File: config.mk
export PLATFORM = sky130hd
export DESIGN_NAME = qcp_counters
export DESIGN_NICKNAME = d
export VERILOG_FILES = /design/src/hdl/qcp_pkg.sv /design/src/hdl/qcp_tick_if.sv /design/src/hdl/qcp_clock_tick.sv /design/src/hdl/qcp_counters.sv
export VERILOG_INCLUDE_DIRS = /design/src /design/src/hdl
export SDC_FILE = /design/constraint.sdc
export NUM_CORES = 1
export LEC_CHECK = 0
export BUFFER_PORTS_ARGS = -buffer_cell sky130_fd_sc_hd__buf_4
export CORE_MARGIN = 2
export CORE_UTILIZATION = 30
export DETAILED_ROUTE_END_ITERATION = 10
export GPL_TIMING_DRIVEN = 0
export PLACE_DENSITY = 0.54
export SLEW_MARGIN = 15
export SYNTH_ARGS = -nofsm -noshare
export SYNTH_HDL_FRONTEND = slang
export SYNTH_SLANG_ARGS = --single-unit
File: constraint.sdc
create_clock -name REF_CLK -period 6.1 [get_ports REF_CLK]
set_input_delay 0.61 -clock REF_CLK [delete_from_list [all_inputs] [get_ports REF_CLK]]
set_output_delay 0.61 -clock REF_CLK [all_outputs]
set_load 0.1 [all_outputs]
File: src/hdl/qcp_defs.svh
`ifndef QCP_DEFS_SVH
`define QCP_DEFS_SVH

// ----------------------------------------
// Register offsets on the plain port.
// ----------------------------------------
`define QCP_ADDR_W 3
`define QCP_OFS_COUNT_A 3'h0
`define QCP_OFS_COUNT_B 3'h1
`define QCP_OFS_COUNT_C 3'h2
`define QCP_OFS_COUNT_D 3'h3
`define QCP_OFS_CLK_SEL 3'h4
`define QCP_OFS_CONFIG1 3'h5
`define QCP_OFS_CONFIG2 3'h6
`define QCP_OFS_RUN 3'h7

// ----------------------------------------
// Field positions.
// ----------------------------------------
`define QCP_CFG1_PWM0 0
`define QCP_CFG1_CHAIN_LOW 2
`define QCP_CFG1_DIR_BASE 4
`define QCP_CFG2_PWM0_SIZE_LSB 0
`define QCP_CFG2_CAP_FUNC_LSB 4
`define QCP_RUN_HALVE_BASE 4

// ----------------------------------------
// Clock source codes and reset values.
// ----------------------------------------
`define QCP_CKSEL_PIN 2'h0
`define QCP_CKSEL_RC 2'h1
`define QCP_CKSEL_SLOW 2'h2
`define QCP_CKSEL_P128 2'h3
`define QCP_RESET_BYTE 8'h00

// ----------------------------------------
// Resolution masks of a single counter byte and of a chained PWM.
// ----------------------------------------
`define QCP_MASK_8 16'h00ff
`define QCP_MASK_10 16'h03ff
`define QCP_MASK_12 16'h0fff
`define QCP_MASK_14 16'h3fff
`define QCP_MASK_16 16'hffff

`endif

File: src/hdl/qcp_pkg.sv
package qcp_pkg;

  typedef struct packed {
    logic [3:0][7:0] count;
    logic [3:0][7:0] compare;
    logic [1:0][7:0] shadow;
    logic [7:0] clk_sel;
    logic [7:0] config1;
    logic [7:0] config2;
    logic [7:0] run;
    logic [1:0] pwm_q;
    logic [3:0] irq;
    logic cap_prev;
    logic [7:0] rdata;
  } qcp_state_t;

  typedef struct packed {
    logic [3:0] src_prev;
    logic [3:0] halve_tog;
    logic [3:0] tick;
  } qcp_tick_state_t;

endpackage

File: src/hdl/qcp_tick_if.sv
`timescale 1ns/100ps
`default_nettype none

interface qcp_tick_if;
  logic [7:0] clk_sel;
  logic [3:0] halve;
  logic [3:0] run;
  logic [3:0] tick;

  modport src (
    input clk_sel,
    input halve,
    input run,
    output tick
  );

  modport use_side (
    output clk_sel,
    output halve,
    output run,
    input tick
  );
endinterface

`default_nettype wire

File: src/hdl/qcp_clock_tick.sv
`timescale 1ns/100ps
`default_nettype none

`include "qcp_defs.svh"

module qcp_clock_tick
  import qcp_pkg::*;
(
  input wire logic clk,
  input wire logic rst_b,
  input wire logic [3:0] pin_clk,
  input wire logic rc_clk,
  input wire logic rc_div4_clk,
  input wire logic clk_32k,
  input wire logic clk_1k,
  input wire logic clk_128,
  qcp_tick_if.src tk
);

  qcp_tick_state_t s;
  qcp_tick_state_t next_s;
  logic [3:0] src;

  // ----------------------------------------
  // Source selection per counter.
  // ----------------------------------------
  genvar i;
  generate
    for (i = 0; i < 4; i++) begin : g_src
      always_comb begin
        case (tk.clk_sel[2*i +: 2])
          `QCP_CKSEL_PIN: src[i] = pin_clk[i];
          `QCP_CKSEL_RC: src[i] = (i < 2) ? rc_clk : clk_32k;
          `QCP_CKSEL_SLOW: src[i] = (i < 2) ? rc_div4_clk : clk_1k;
          default: src[i] = clk_128;
        endcase
      end
    end
  endgenerate

  // ----------------------------------------
  // Edge detection and optional halving.
  // ----------------------------------------
  always_comb begin
    next_s = s;
    for (int k = 0; k < 4; k++) begin
      next_s.src_prev[k] = src[k];
      next_s.tick[k] = 1'b0;
      // A stopped counter sees no edge at all, so the halver also freezes.
      if (tk.run[k] && src[k] && !s.src_prev[k]) begin
        if (tk.halve[k] && tk.clk_sel[2*k +: 2] == `QCP_CKSEL_PIN) begin
          next_s.halve_tog[k] = ~s.halve_tog[k];
          next_s.tick[k] = s.halve_tog[k];
        end else begin
          next_s.tick[k] = 1'b1;
        end
      end
    end
  end

  always_ff @(posedge clk or negedge rst_b) begin
    if (!rst_b) begin
      s <= '0;
    end else begin
      s <= next_s;
    end
  end

  assign tk.tick = s.tick;

endmodule

`default_nettype wire

File: src/hdl/qcp_counters.sv
// Overview of operation
// - Counters count only while run bit set; A and C run bits govern chained B, D.
// - Each counter has one byte location: read count or capture, write comparison.
// - Counts are readable at any time, correct on internal clocks.
// - A stopped counter holds its count and ignores external pin edges.
// - Counter-mode write sets comparison; up clears count, down loads written value.
// - Count change from a write takes effect on the next REF_CLK edge, without waiting for a counter edge.
// - PWM or capture writes leave count alone; entering counter mode changes nothing.
// - Two-bit clock select per counter; code zero picks its own port A pin.
// - Each counter can halve its external pin clock via its own bit.
// - Plain and PWM counting, captured or not, both directions; captured plain on A,B.
// - Chained pairs use A and C as low byte, B and D as high byte.
// - Pair A/B plain: separate counters, or chained 16-bit with A direction and irq.
// - PWM0 drives port B bit 0; A loses irq; chained PWM has no irqs.
// - Nonzero capture function captures A and B; irqs come from capture events.
// - Pair C/D chains and drives PWM1 on port B bit 1, without capture.
// - Irq A, B, C, D route by default to high 4, low 5, high 3, low 4.
// - Direction bit zero counts down, one counts up.
// - On target (up) or zero (down) the next counter clock raises irq and reloads at once.
// - PWM internal signal high while count is at most the code; output registered.
`timescale 1ns/100ps
`default_nettype none

`include "qcp_defs.svh"

module qcp_counters
  import qcp_pkg::*;
(
  input wire logic REF_CLK,
  input wire logic RST_B,
  input wire logic [2:0] ADDR,
  input wire logic [7:0] WR_DATA,
  input wire logic WR_STB,
  input wire logic RD_STB,
  output logic [7:0] RD_DATA,
  input wire logic [3:0] PIN_CLK,
  input wire logic RC_EXT_CLK,
  input wire logic RC_EXT_DIV4_CLK,
  input wire logic CLK_32K,
  input wire logic CLK_1K,
  input wire logic CLK_128,
  input wire logic CAPTURE_SIG,
  output logic IRQ_A,
  output logic IRQ_B,
  output logic IRQ_C,
  output logic IRQ_D,
  output logic PWM_OUT0,
  output logic PWM_OUT1,
  output logic PWM_OE0,
  output logic PWM_OE1
);

  qcp_state_t s;
  qcp_state_t next_s;
  qcp_tick_if tk ();

  // ----------------------------------------
  // Helper functions.
  // ----------------------------------------

  // One counter step; bit 16 flags a terminal hit in counter mode.
  function automatic logic [16:0] step_count(
    input logic [15:0] value,
    input logic [15:0] target,
    input logic [15:0] mask,
    input logic up,
    input logic counter_mode
  );
    logic [15:0] res;
    logic hit;
    res = 16'h0000;
    hit = 1'b0;
    if (counter_mode) begin
      if (up) begin
        hit = (value == target);
        res = hit ? 16'h0000 : 16'(value + 16'h0001);
      end else begin
        hit = (value == 16'h0000);
        res = hit ? target : 16'(value - 16'h0001);
      end
    end else begin
      // PWM and captured counting simply wrap inside the mask.
      res = 16'(up ? value + 16'h0001 : value - 16'h0001) & mask;
    end
    return {hit, res};
  endfunction

  function automatic logic [15:0] res_mask(input logic [1:0] size);
    case (size)
      2'h0: return `QCP_MASK_10;
      2'h1: return `QCP_MASK_12;
      2'h2: return `QCP_MASK_14;
      default: return `QCP_MASK_16;
    endcase
  endfunction

  // ----------------------------------------
  // Clock tick generation.
  // ----------------------------------------
  assign tk.clk_sel = s.clk_sel;
  assign tk.halve = s.run[7:4];
  assign tk.run = s.run[3:0];

  qcp_clock_tick u_tick (
    .clk(REF_CLK),
    .rst_b(RST_B),
    .pin_clk(PIN_CLK),
    .rc_clk(RC_EXT_CLK),
    .rc_div4_clk(RC_EXT_DIV4_CLK),
    .clk_32k(CLK_32K),
    .clk_1k(CLK_1K),
    .clk_128(CLK_128),
    .tk(tk.src)
  );

  // ----------------------------------------
  // Next state.
  // ----------------------------------------
  logic capture_on;
  logic cap_event;

  always_comb begin
    logic chain;
    logic pwm;
    logic cap;
    logic up_l;
    logic up_h;
    logic wr_mode;
    logic [15:0] mask;
    logic [16:0] r16;
    logic [16:0] r8;
    int l;
    int h;
    chain = 1'b0;
    pwm = 1'b0;
    cap = 1'b0;
    up_l = 1'b0;
    up_h = 1'b0;
    wr_mode = 1'b0;
    mask = `QCP_MASK_8;
    r16 = 17'h00000;
    r8 = 17'h00000;
    l = 0;
    h = 1;
    next_s = s;
    next_s.irq = 4'h0;
    next_s.rdata = 8'h00;
    next_s.cap_prev = CAPTURE_SIG;
    capture_on = (s.config2[`QCP_CFG2_CAP_FUNC_LSB +: 2] != 2'h0);
    cap_event = (s.config2[`QCP_CFG2_CAP_FUNC_LSB] && CAPTURE_SIG && !s.cap_prev) ||
      (s.config2[`QCP_CFG2_CAP_FUNC_LSB + 1] && !CAPTURE_SIG && s.cap_prev);

    // Counting, one pair at a time.
    for (int p = 0; p < 2; p++) begin
      l = 2 * p;
      h = 2 * p + 1;
      chain = s.config1[`QCP_CFG1_CHAIN_LOW + p];
      pwm = s.config1[`QCP_CFG1_PWM0 + p];
      cap = (p == 0) && capture_on;
      up_l = s.config1[`QCP_CFG1_DIR_BASE + l];
      up_h = s.config1[`QCP_CFG1_DIR_BASE + h];
      if (chain) begin
        // Only the low counter's run bit and clock drive the chained pair.
        if (tk.tick[l]) begin
          mask = pwm ? res_mask(s.config2[2*p +: 2]) : `QCP_MASK_16;
          r16 = step_count({s.count[h], s.count[l]}, {s.compare[h], s.compare[l]},
            mask, up_l, !pwm && !cap);
          next_s.count[l] = r16[7:0];
          next_s.count[h] = r16[15:8];
          if (pwm) begin
            // A code above the chosen resolution keeps the output high.
            next_s.pwm_q[p] = (({s.count[h], s.count[l]} & mask) <=
              {s.compare[h], s.compare[l]});
          end
          if (r16[16]) begin
            next_s.irq[l] = 1'b1;
          end
        end
      end else begin
        if (tk.tick[l]) begin
          r8 = step_count({8'h00, s.count[l]}, {8'h00, s.compare[l]}, `QCP_MASK_8,
            up_l, !pwm && !cap);
          next_s.count[l] = r8[7:0];
          if (pwm) begin
            next_s.pwm_q[p] = (s.count[l] <= s.compare[l]);
          end
          if (r8[16]) begin
            next_s.irq[l] = 1'b1;
          end
        end
        if (tk.tick[h]) begin
          r8 = step_count({8'h00, s.count[h]}, {8'h00, s.compare[h]}, `QCP_MASK_8,
            up_h, !cap);
          next_s.count[h] = r8[7:0];
          if (r8[16]) begin
            next_s.irq[h] = 1'b1;
          end
        end
      end
      if (!pwm) begin
        next_s.pwm_q[p] = 1'b0;
      end
    end

    // Capture latches both A and B and reports on both lines.
    if (capture_on && cap_event) begin
      next_s.shadow[0] = s.count[0];
      next_s.shadow[1] = s.count[1];
      next_s.irq[0] = 1'b1;
      next_s.irq[1] = 1'b1;
    end

    // ----------------------------------------
    // Register writes.
    // ----------------------------------------
    // A write lands after counting, so it wins over a tick in the same cycle.
    if (WR_STB) begin
      case (ADDR)
        `QCP_OFS_COUNT_A, `QCP_OFS_COUNT_B, `QCP_OFS_COUNT_C, `QCP_OFS_COUNT_D: begin
          l = int'(ADDR);
          p_sel_write(l);
        end
        `QCP_OFS_CLK_SEL: begin
          next_s.clk_sel = WR_DATA;
        end
        `QCP_OFS_CONFIG1: begin
          next_s.config1 = WR_DATA;
        end
        `QCP_OFS_CONFIG2: begin
          next_s.config2 = WR_DATA;
        end
        `QCP_OFS_RUN: begin
          next_s.run = WR_DATA;
        end
        default: begin
        end
      endcase
    end

    // ----------------------------------------
    // Register reads.
    // ----------------------------------------
    if (RD_STB) begin
      case (ADDR)
        `QCP_OFS_COUNT_A: next_s.rdata = capture_on ? s.shadow[0] : s.count[0];
        `QCP_OFS_COUNT_B: next_s.rdata = capture_on ? s.shadow[1] : s.count[1];
        `QCP_OFS_COUNT_C: next_s.rdata = s.count[2];
        `QCP_OFS_COUNT_D: next_s.rdata = s.count[3];
        `QCP_OFS_CLK_SEL: next_s.rdata = s.clk_sel;
        `QCP_OFS_CONFIG1: next_s.rdata = s.config1;
        `QCP_OFS_CONFIG2: next_s.rdata = s.config2;
        `QCP_OFS_RUN: next_s.rdata = s.run;
        default: next_s.rdata = 8'h00;
      endcase
    end
  end

  // Write to a count location: compare always, count only in counter mode.
  // Written as a void function on next_s so the decode above stays readable.
  function automatic void p_sel_write(input int c);
    int pp;
    logic ch;
    logic md;
    logic up;
    pp = c / 2;
    ch = s.config1[`QCP_CFG1_CHAIN_LOW + pp];
    up = ch ? s.config1[`QCP_CFG1_DIR_BASE + 2 * pp] : s.config1[`QCP_CFG1_DIR_BASE + c];
    // Chained PWM covers both bytes; unchained PWM covers only the low counter.
    md = !(pp == 0 && capture_on) && !(s.config1[`QCP_CFG1_PWM0 + pp] && (ch || c % 2 == 0));
    next_s.compare[c] = WR_DATA;
    if (md) begin
      next_s.count[c] = up ? 8'h00 : WR_DATA;
    end
  endfunction

  // ----------------------------------------
  // State register.
  // ----------------------------------------
  always_ff @(posedge REF_CLK or negedge RST_B) begin
    if (!RST_B) begin
      s <= '0;
    end else begin
      s <= next_s;
    end
  end

  // ----------------------------------------
  // Outputs, all straight from the state.
  // ----------------------------------------
  assign RD_DATA = s.rdata;
  assign IRQ_A = s.irq[0];
  assign IRQ_B = s.irq[1];
  assign IRQ_C = s.irq[2];
  assign IRQ_D = s.irq[3];
  assign PWM_OUT0 = s.pwm_q[0];
  assign PWM_OUT1 = s.pwm_q[1];
  assign PWM_OE0 = s.config1[`QCP_CFG1_PWM0];
  assign PWM_OE1 = s.config1[`QCP_CFG1_PWM0 + 1];

endmodule

`default_nettype wire

==> flow_summary_export.csv, run 1 <==
group,metric,value,unit
synthesis,synth_seq_area_share,32.3,%
job,maxCapViolCount,0,
synthesis,synth_edf_count,0,
floorplanning,die_y,194,um
cts,cts_max_level,4,
cells_and_area,num_antenna_cells,0,
synthesis,syn_area_per_cell,8.82,um^2
setup_path,arrival,3900,ps
synthesis,synthFlopType,"dfrtp_1",
placed_design,place_ws,2620,ps
grt,grt_pass1_wl,63200,um
setup_path,cp-start-kind,"flip-flop",
sta,tns,0,ps
sta,fmax,280,MHz
sta,skew,12.2,ps
cts,cts_resized,0,
sta,rsz0062_at_grt,"false",
sta,tightest_slew,1190,ps
sta,slew_viol_final,0,
cts,cts_root_buf,"clkbuf_16",
synthesis,synth_cells,1222,
cts,cts_setup_buffers,0,
synthesis,yosys_warnings,0,
sta,fin_ws,2530,ps
drt,routed_via_density,5.69,
sta,min_period_over_period,58.6,%
power_and_ir_drop,p_per_area,437,nW/um^2
cts,clockBufferDepth,2,
cts,cts_sinks,139,
setup_path,crit_fanout,10,
floorplanning,std_cell_rows,69,
drt,routedWlPerCell,23.9,um
grt,grt_pass1_vias,9805,
cells_and_area,drive_above_1_share,17.8,%
grt,antenna_found_initial,3,
drt,first_pass_iters,5,
setup_path,critical_path_class,"reg2reg",
placed_design,io_buffers,35,
cts,numCtsBuffers,17,
drt,wl,41900,um
floorplanning,die_w,194,um
placed_design,dp_hpwl,31000,um
cts,cts_tree,"built",
power_and_ir_drop,leakage,4.89,nW
synthesis,syn_area,10800,um^2
cts,cts_hold_buf,0,
cells_and_area,syn_to_final_growth,13.7,%
synthesis,ys_types,88,
drt,drc,0,
sta,maxSlewHeadroom,20.4,%
grt,grt_start_max_net_pins,100,
drt,postRouteAntennaNets,0,
synthesis,yosys_register_bits,139,
setup_path,end_kind,"flip-flop",
placed_design,gp_congestion,0.953,
sta,hold_viol,0,
synthesis,ys_async_sr_fraction,100,%
synthesis,syn-num-nets,1289,
cells_and_area,nNetsFinal,1344,
cts,cts.clk_slew.worst_paths,70,ps
floorplanning,dieArea,37500,um^2
floorplanning,coreArea,35500,um^2
outcome,status,"finished clean",
sta,setup_viol,0,
grt,grt_overflow,0,
worst_hold_path,hp-class,"in2async",
grt,grt_util_all_layers,22.2,%
drt,drt_iter0_drc,858,
sta,min_period,3570,ps
setup_path,required,6430,ps
power_and_ir_drop,ir_drop,0.226,mV
cts,clock_latency,440,ps
floorplanning,io_pins,41,
floorplanning,start_util,30.4,%
drt,vias,9968,
## worst paths after layout
check | cells after the start | slack, ps | from | to
max | 10 | 2530 | PWM_OE0$_DFFE_PN0P_ | PWM_OUT0$_DFFE_PN0P_
min | 1 | 50 | RST_B | async pin
max reg2reg | 10 | 2530 | PWM_OE0$_DFFE_PN0P_ | PWM_OUT0$_DFFE_PN0P_
min reg2reg | 1 | 470 | u_tick.s[7]$_DFFE_PN0P_ | u_tick.s[7]$_DFFE_PN0P_
max in group asynchronous | 2 | 5200 | RST_B | s[62]$_DFFE_PN0P_
min in group REF_CLK | 1 | 300 | CAPTURE_SIG | s[8]$_DFF_PN0_
## metal layers
metal,GRT usage (%),part of all wire (%),vias up
met5,0,0.031,-
met4,10.4,4.5,2
met3,3.57,5.4,102
met2,35.3,46,376
met1,29.5,44,4945
li1,-,-,4543
## synthesized netlist by cell type (all sizes together) (30+ instances only)
cell / count / area share (%)
buf: 45 / 2.4
o21ai: 97 / 4.5
nor3: 30 / 1.4
xnor2: 40 / 3.3
nor2: 88 / 3.3
ha: 42 / 4.9
nand2: 132 / 4.6
nand3: 41 / 1.9
mux2: 68 / 7.1
clkbuf: 55 / 1.9
inv: 58 / 2.0
a21oi: 56 / 2.6
xor2: 30 / 2.4
dfrtp: 139 / 32
## kinds of logic (layout without fill, tap and decap cells)
family	count (synthesis)	after routing	share of synthesized area, %
AND/OR/NAND/NOR	413	413	19.8
AO/OA/AOI/OAI	298	298	18.6
buffers and inverters	158	226	6.38
flip-flops	139	139	32.3
multiplexers	102	102	12.4
XOR/XNOR	70	70	5.69
adder cells (fa/ha/maj)	42	42	4.88
## final cells by class
type / instances / area [um^2]
clock inverters: 15 / 175
flip-flops and latches: 139 / 3480
fillers: 3665 / 23200
clock buffers: 17 / 425
well taps: 461 / 577
inverters: 58 / 218
repair buffers: 36 / 298
multi-input cells: 925 / 6610
plain buffers: 100 / 470
## cell usage in the layout, fill, tap and decap left out, types with 6 or more instances in the layout
cell type | synthesis | routed
ha_1 | 42 | 42
xnor2_1 | 40 | 40
dfrtp_1 | 139 | 139
o22ai_1 | 10 | 10
mux4_2 | 18 | 18
buf_1 | 9 | 9
mux2_2 | 68 | 68
clkbuf_1 | 55 | 55
nand4_1 | 12 | 12
a211oi_1 | 15 | 15
nor4_1 | 7 | 7
nor2_1 | 85 | 85
a21o_1 | 9 | 9
o21ai_0 | 81 | 81
o211ai_1 | 8 | 8
o221ai_1 | 9 | 9
nor3_1 | 29 | 29
o21a_1 | 7 | 7
buf_4 | 10 | 44
a221oi_1 | 11 | 11
xor2_1 | 30 | 30
nand3b_1 | 6 | 6
and3_1 | 15 | 15
nand3_1 | 41 | 41
or3_1 | 9 | 9
clkbuf_16 | 0 | 17
a21oi_1 | 55 | 55
and2_1 | 10 | 10
a22oi_1 | 8 | 8
inv_1 | 58 | 58
nand2b_1 | 9 | 9
nand2_1 | 131 | 131
nor2b_1 | 13 | 13
a211o_1 | 6 | 6
buf_2 | 22 | 22
mux2i_1 | 16 | 16
nor4b_1 | 8 | 8
o21ai_1 | 15 | 15
## critical path, stage by stage, from the launching register on
cell      delay (ps)
dfrtp_1          400
clkbuf_1         560
nor2b_1          540
nor2b_1          360
nor2_1            80
ha_1             300
nand2_1           70
or4_1            540
a211o_1          310
o22ai_1          170
o21ai_0          110
## power breakdown
part | switching [mW] | total, mW | internal, mW
clock | 0.512 | 1.10 | 0.586
combinational | 1.71 | 2.76 | 1.04
sequential | 0.304 | 1.50 | 1.20
total | 2.53 | 5.36 | 2.83
## per-stage QoR
stage	hold slack, ps	total power, mW	std cells	utilization (%)	cell area (um^2)
floorplan	314	3.38	1222	-	10800
global placement	455	4.21	1718	32.7	11600
detailed placement	458	4.22	1719	32.8	11700
CTS	60.4	5.34	1751	34.5	12300
global route	71.8	5.68	1751	34.5	12300
finish	49.0	5.36	1751	34.5	12300
Note: power is estimated with default switching activity, not from simulation.
==> inputs of run 2 (changes only) <==
- PLACE_DENSITY: 0.54 -> 0.55
- clock period: 6.1 -> 3.15 ns (I/O delays scaled with it)
==> flow_summary_export.csv, run 2 (synthesis gave the netlist of run 1 again) <==
group,metric,value,unit
outcome,status,"finished clean",
sta,min_period,3020,ps
cells_and_area,regArea,3480,um^2
sta,setup_viol,0,
sta,hold_viol,0,
setup_path,cp-start-kind,"flip-flop",
sta,fin_ws,129,ps
grt,grt_util_all_layers,21.5,%
grt,grt_pass1_vias,9809,
drt,drt_iter0_drc,1028,
worst_hold_path,hp-class,"in2reg",
sta,rsz0062_at_grt,"false",
drt,drc,0,
power_and_ir_drop,seqPwrFrac,28.6,%
cts,clockBufferDepth,2,
grt,antenna_found_initial,3,
cts,cts_root_buf,"clkbuf_16",
power_and_ir_drop,p_switching,4.75,mW
cells_and_area,drive_above_1_share,18.6,%
cts,clock_latency,440,ps
job,maxCapViolCount,0,
sta,skew,15.4,ps
cts,cts_sinks,139,
setup_path,required,3530,ps
grt,grt_overflow,0,
sta,tightest_slew,1220,ps
setup_path,reg2reg_slack,130,ps
drt,routedWlPerCell,23.0,um
power_and_ir_drop,p_int,5.48,mW
floorplanning,die_w,194,um
power_and_ir_drop,leakage,4.92,nW
cts,cts_tree,"built",
cells_and_area,stdcell_area,12300,um^2
placed_design,place_ws,-490,ps
setup_path,critical_path_class,"reg2reg",
power_and_ir_drop,ir_drop,0.450,mV
setup_path,r2r_cells,10,
power_and_ir_drop,p_per_area,833,nW/um^2
power_and_ir_drop,clkPwrFrac,19.4,%
floorplanning,start_util,30.4,%
setup_path,cp-startpoint,"PWM_OE1$_DFFE_PN0P_",
cells_and_area,mostFrequentLayoutCells,"dfrtp_1 (137), nand2_1 (131), nor2_1 (85)",
placed_design,place_area,11700,um^2
setup_path,crit_fanout,10,
drt,vias,10100,
setup_path,arrival,3400,ps
floorplanning,std_cell_rows,69,
cts,cts.clk_slew.worst_paths,70,ps
setup_path,r2r-start,"PWM_OE1$_DFFE_PN0P_",
floorplanning,io_pins,41,
power_and_ir_drop,swShare,46.5,%
setup_path,r2r_end,"PWM_OUT1$_DFFE_PN0P_",
sta,fmax,331,MHz
cells_and_area,postLayoutCoreUtil,34.6,%
drt,first_pass_iters,7,
placed_design,io_buffers,35,
power_and_ir_drop,power,10.2,mW
power_and_ir_drop,p_comb_share,52.0,%
cts,numCtsBuffers,17,
sta,slew_viol_final,0,
placed_design,dp_hpwl,30000,um
floorplanning,die_y,194,um
drt,wl,40500,um
cts,cts_max_level,4,
grt,grt_pass1_wl,61600,um
drt,postRouteAntennaNets,0,
cells_and_area,fill_cells,3684,
cells_and_area,final_common_cell,"dfrtp_1",
sta,maxSlewHeadroom,18.5,%
cells_and_area,multi_input_area,6630,um^2
setup_path,end_kind,"flip-flop",
grt,grt_start_max_net_pins,78,
cells_and_area,syn_to_final_growth,14.0,%
cells_and_area,nNetsFinal,1348,
floorplanning,dieArea,37500,um^2
floorplanning,coreArea,35500,um^2
placed_design,gp_congestion,0.985,
drt,routed_via_density,5.75,
setup_path,crit_end,"PWM_OUT1$_DFFE_PN0P_",
sta,min_period_over_period,95.9,%
run 2: cell count changes in the layout (fill, tap and decap cells not counted), moves of 2 or more:
cell           change
clkbuf_1           -4
inv_8              -4
buf_4              +4
clkinv_2           +2
dlygate4sd3_1      +2
dfrtp_1            -2
dfrtp_2            +2
diode_2            +4
clkinv_4           +2
clkbuf_2           +4
clkinv_8           -2
run 2: repair_timing:
action	CTS	global route
hold endpoints to repair	63	0
gates resized for setup	4	9
setup buffers	2	2
endpoints found under the setup margin	10	27
hold buffers	2	0
run 2: stage by stage:
step | hold WS (ps) | instances | setup TNS [ps]
2_1_floorplan | 19.4 | 1222 | 0
5_1_grt | 120 | 1755 | 0
6_report | 132 | 1758 | 0
3_5_place_dp | 313 | 1719 | -1260
3_3_place_gp | 446 | 1718 | -1310
4_1_cts | 121 | 1753 | 0
run 2: worst max-delay path: stages, from the launching register on:
cell,delay [ps]
dfrtp_1,350
clkbuf_1,410
clkbuf_2,450
nand2b_1,300
o21a_1,250
ha_1,280
a21o_1,170
a21oi_1,260
o21ai_0,170
nand4_1,130
o2111a_1,190
run 2: final cells by class:
type | instances | area share [%]
diodes | 4 | 0.0814
plain buffers | 98 | 3.81
clock buffers | 19 | 3.60
clock inverters | 12 | 0.947
inverters | 58 | 1.77
multi-input cells | 925 | 53.9
flip-flops and latches | 139 | 28.3
well taps | 461 | 4.69
repair buffers | 42 | 2.83
run 2: worst min path at each step:
| stage | startpoint | cells after the start | slack, ps | to |
|---|---|---|---|---|
| after global placement | CAPTURE_SIG | 1 | 450 | s[8]$_DFF_PN0_ |
| final | WR_DATA[5] | 2 | 130 | tk.clk_sel[5]$_DFFE_PN0P_ |
| after floorplan | RST_B | 0 | 20 | IRQ_A$_DFF_PN0_ |
| after global routing | WR_DATA[5] | 2 | 120 | tk.clk_sel[5]$_DFFE_PN0P_ |
| after detailed placement | RST_B | 1 | 310 | async pin |
| after CTS | WR_DATA[5] | 2 | 120 | tk.clk_sel[5]$_DFFE_PN0P_ |
run 2: power by group through the flow:
stage,Sequential [mW],Clock (mW),Combinational [mW]
floorplan,2.79,0,3.75
global placement,2.90,0,5.16
detailed placement,2.92,0,5.20
CTS,2.90,2.02,5.24
global route,3.00,2.10,5.77
finish,2.93,1.99,5.32
run 2: routing by layer:
layer  GRT usage [%]  share of wire [%]
met5               0              0.047
met4            8.74                4.3
met3            4.18                6.9
met2            34.4                 45
met1            28.4                 43
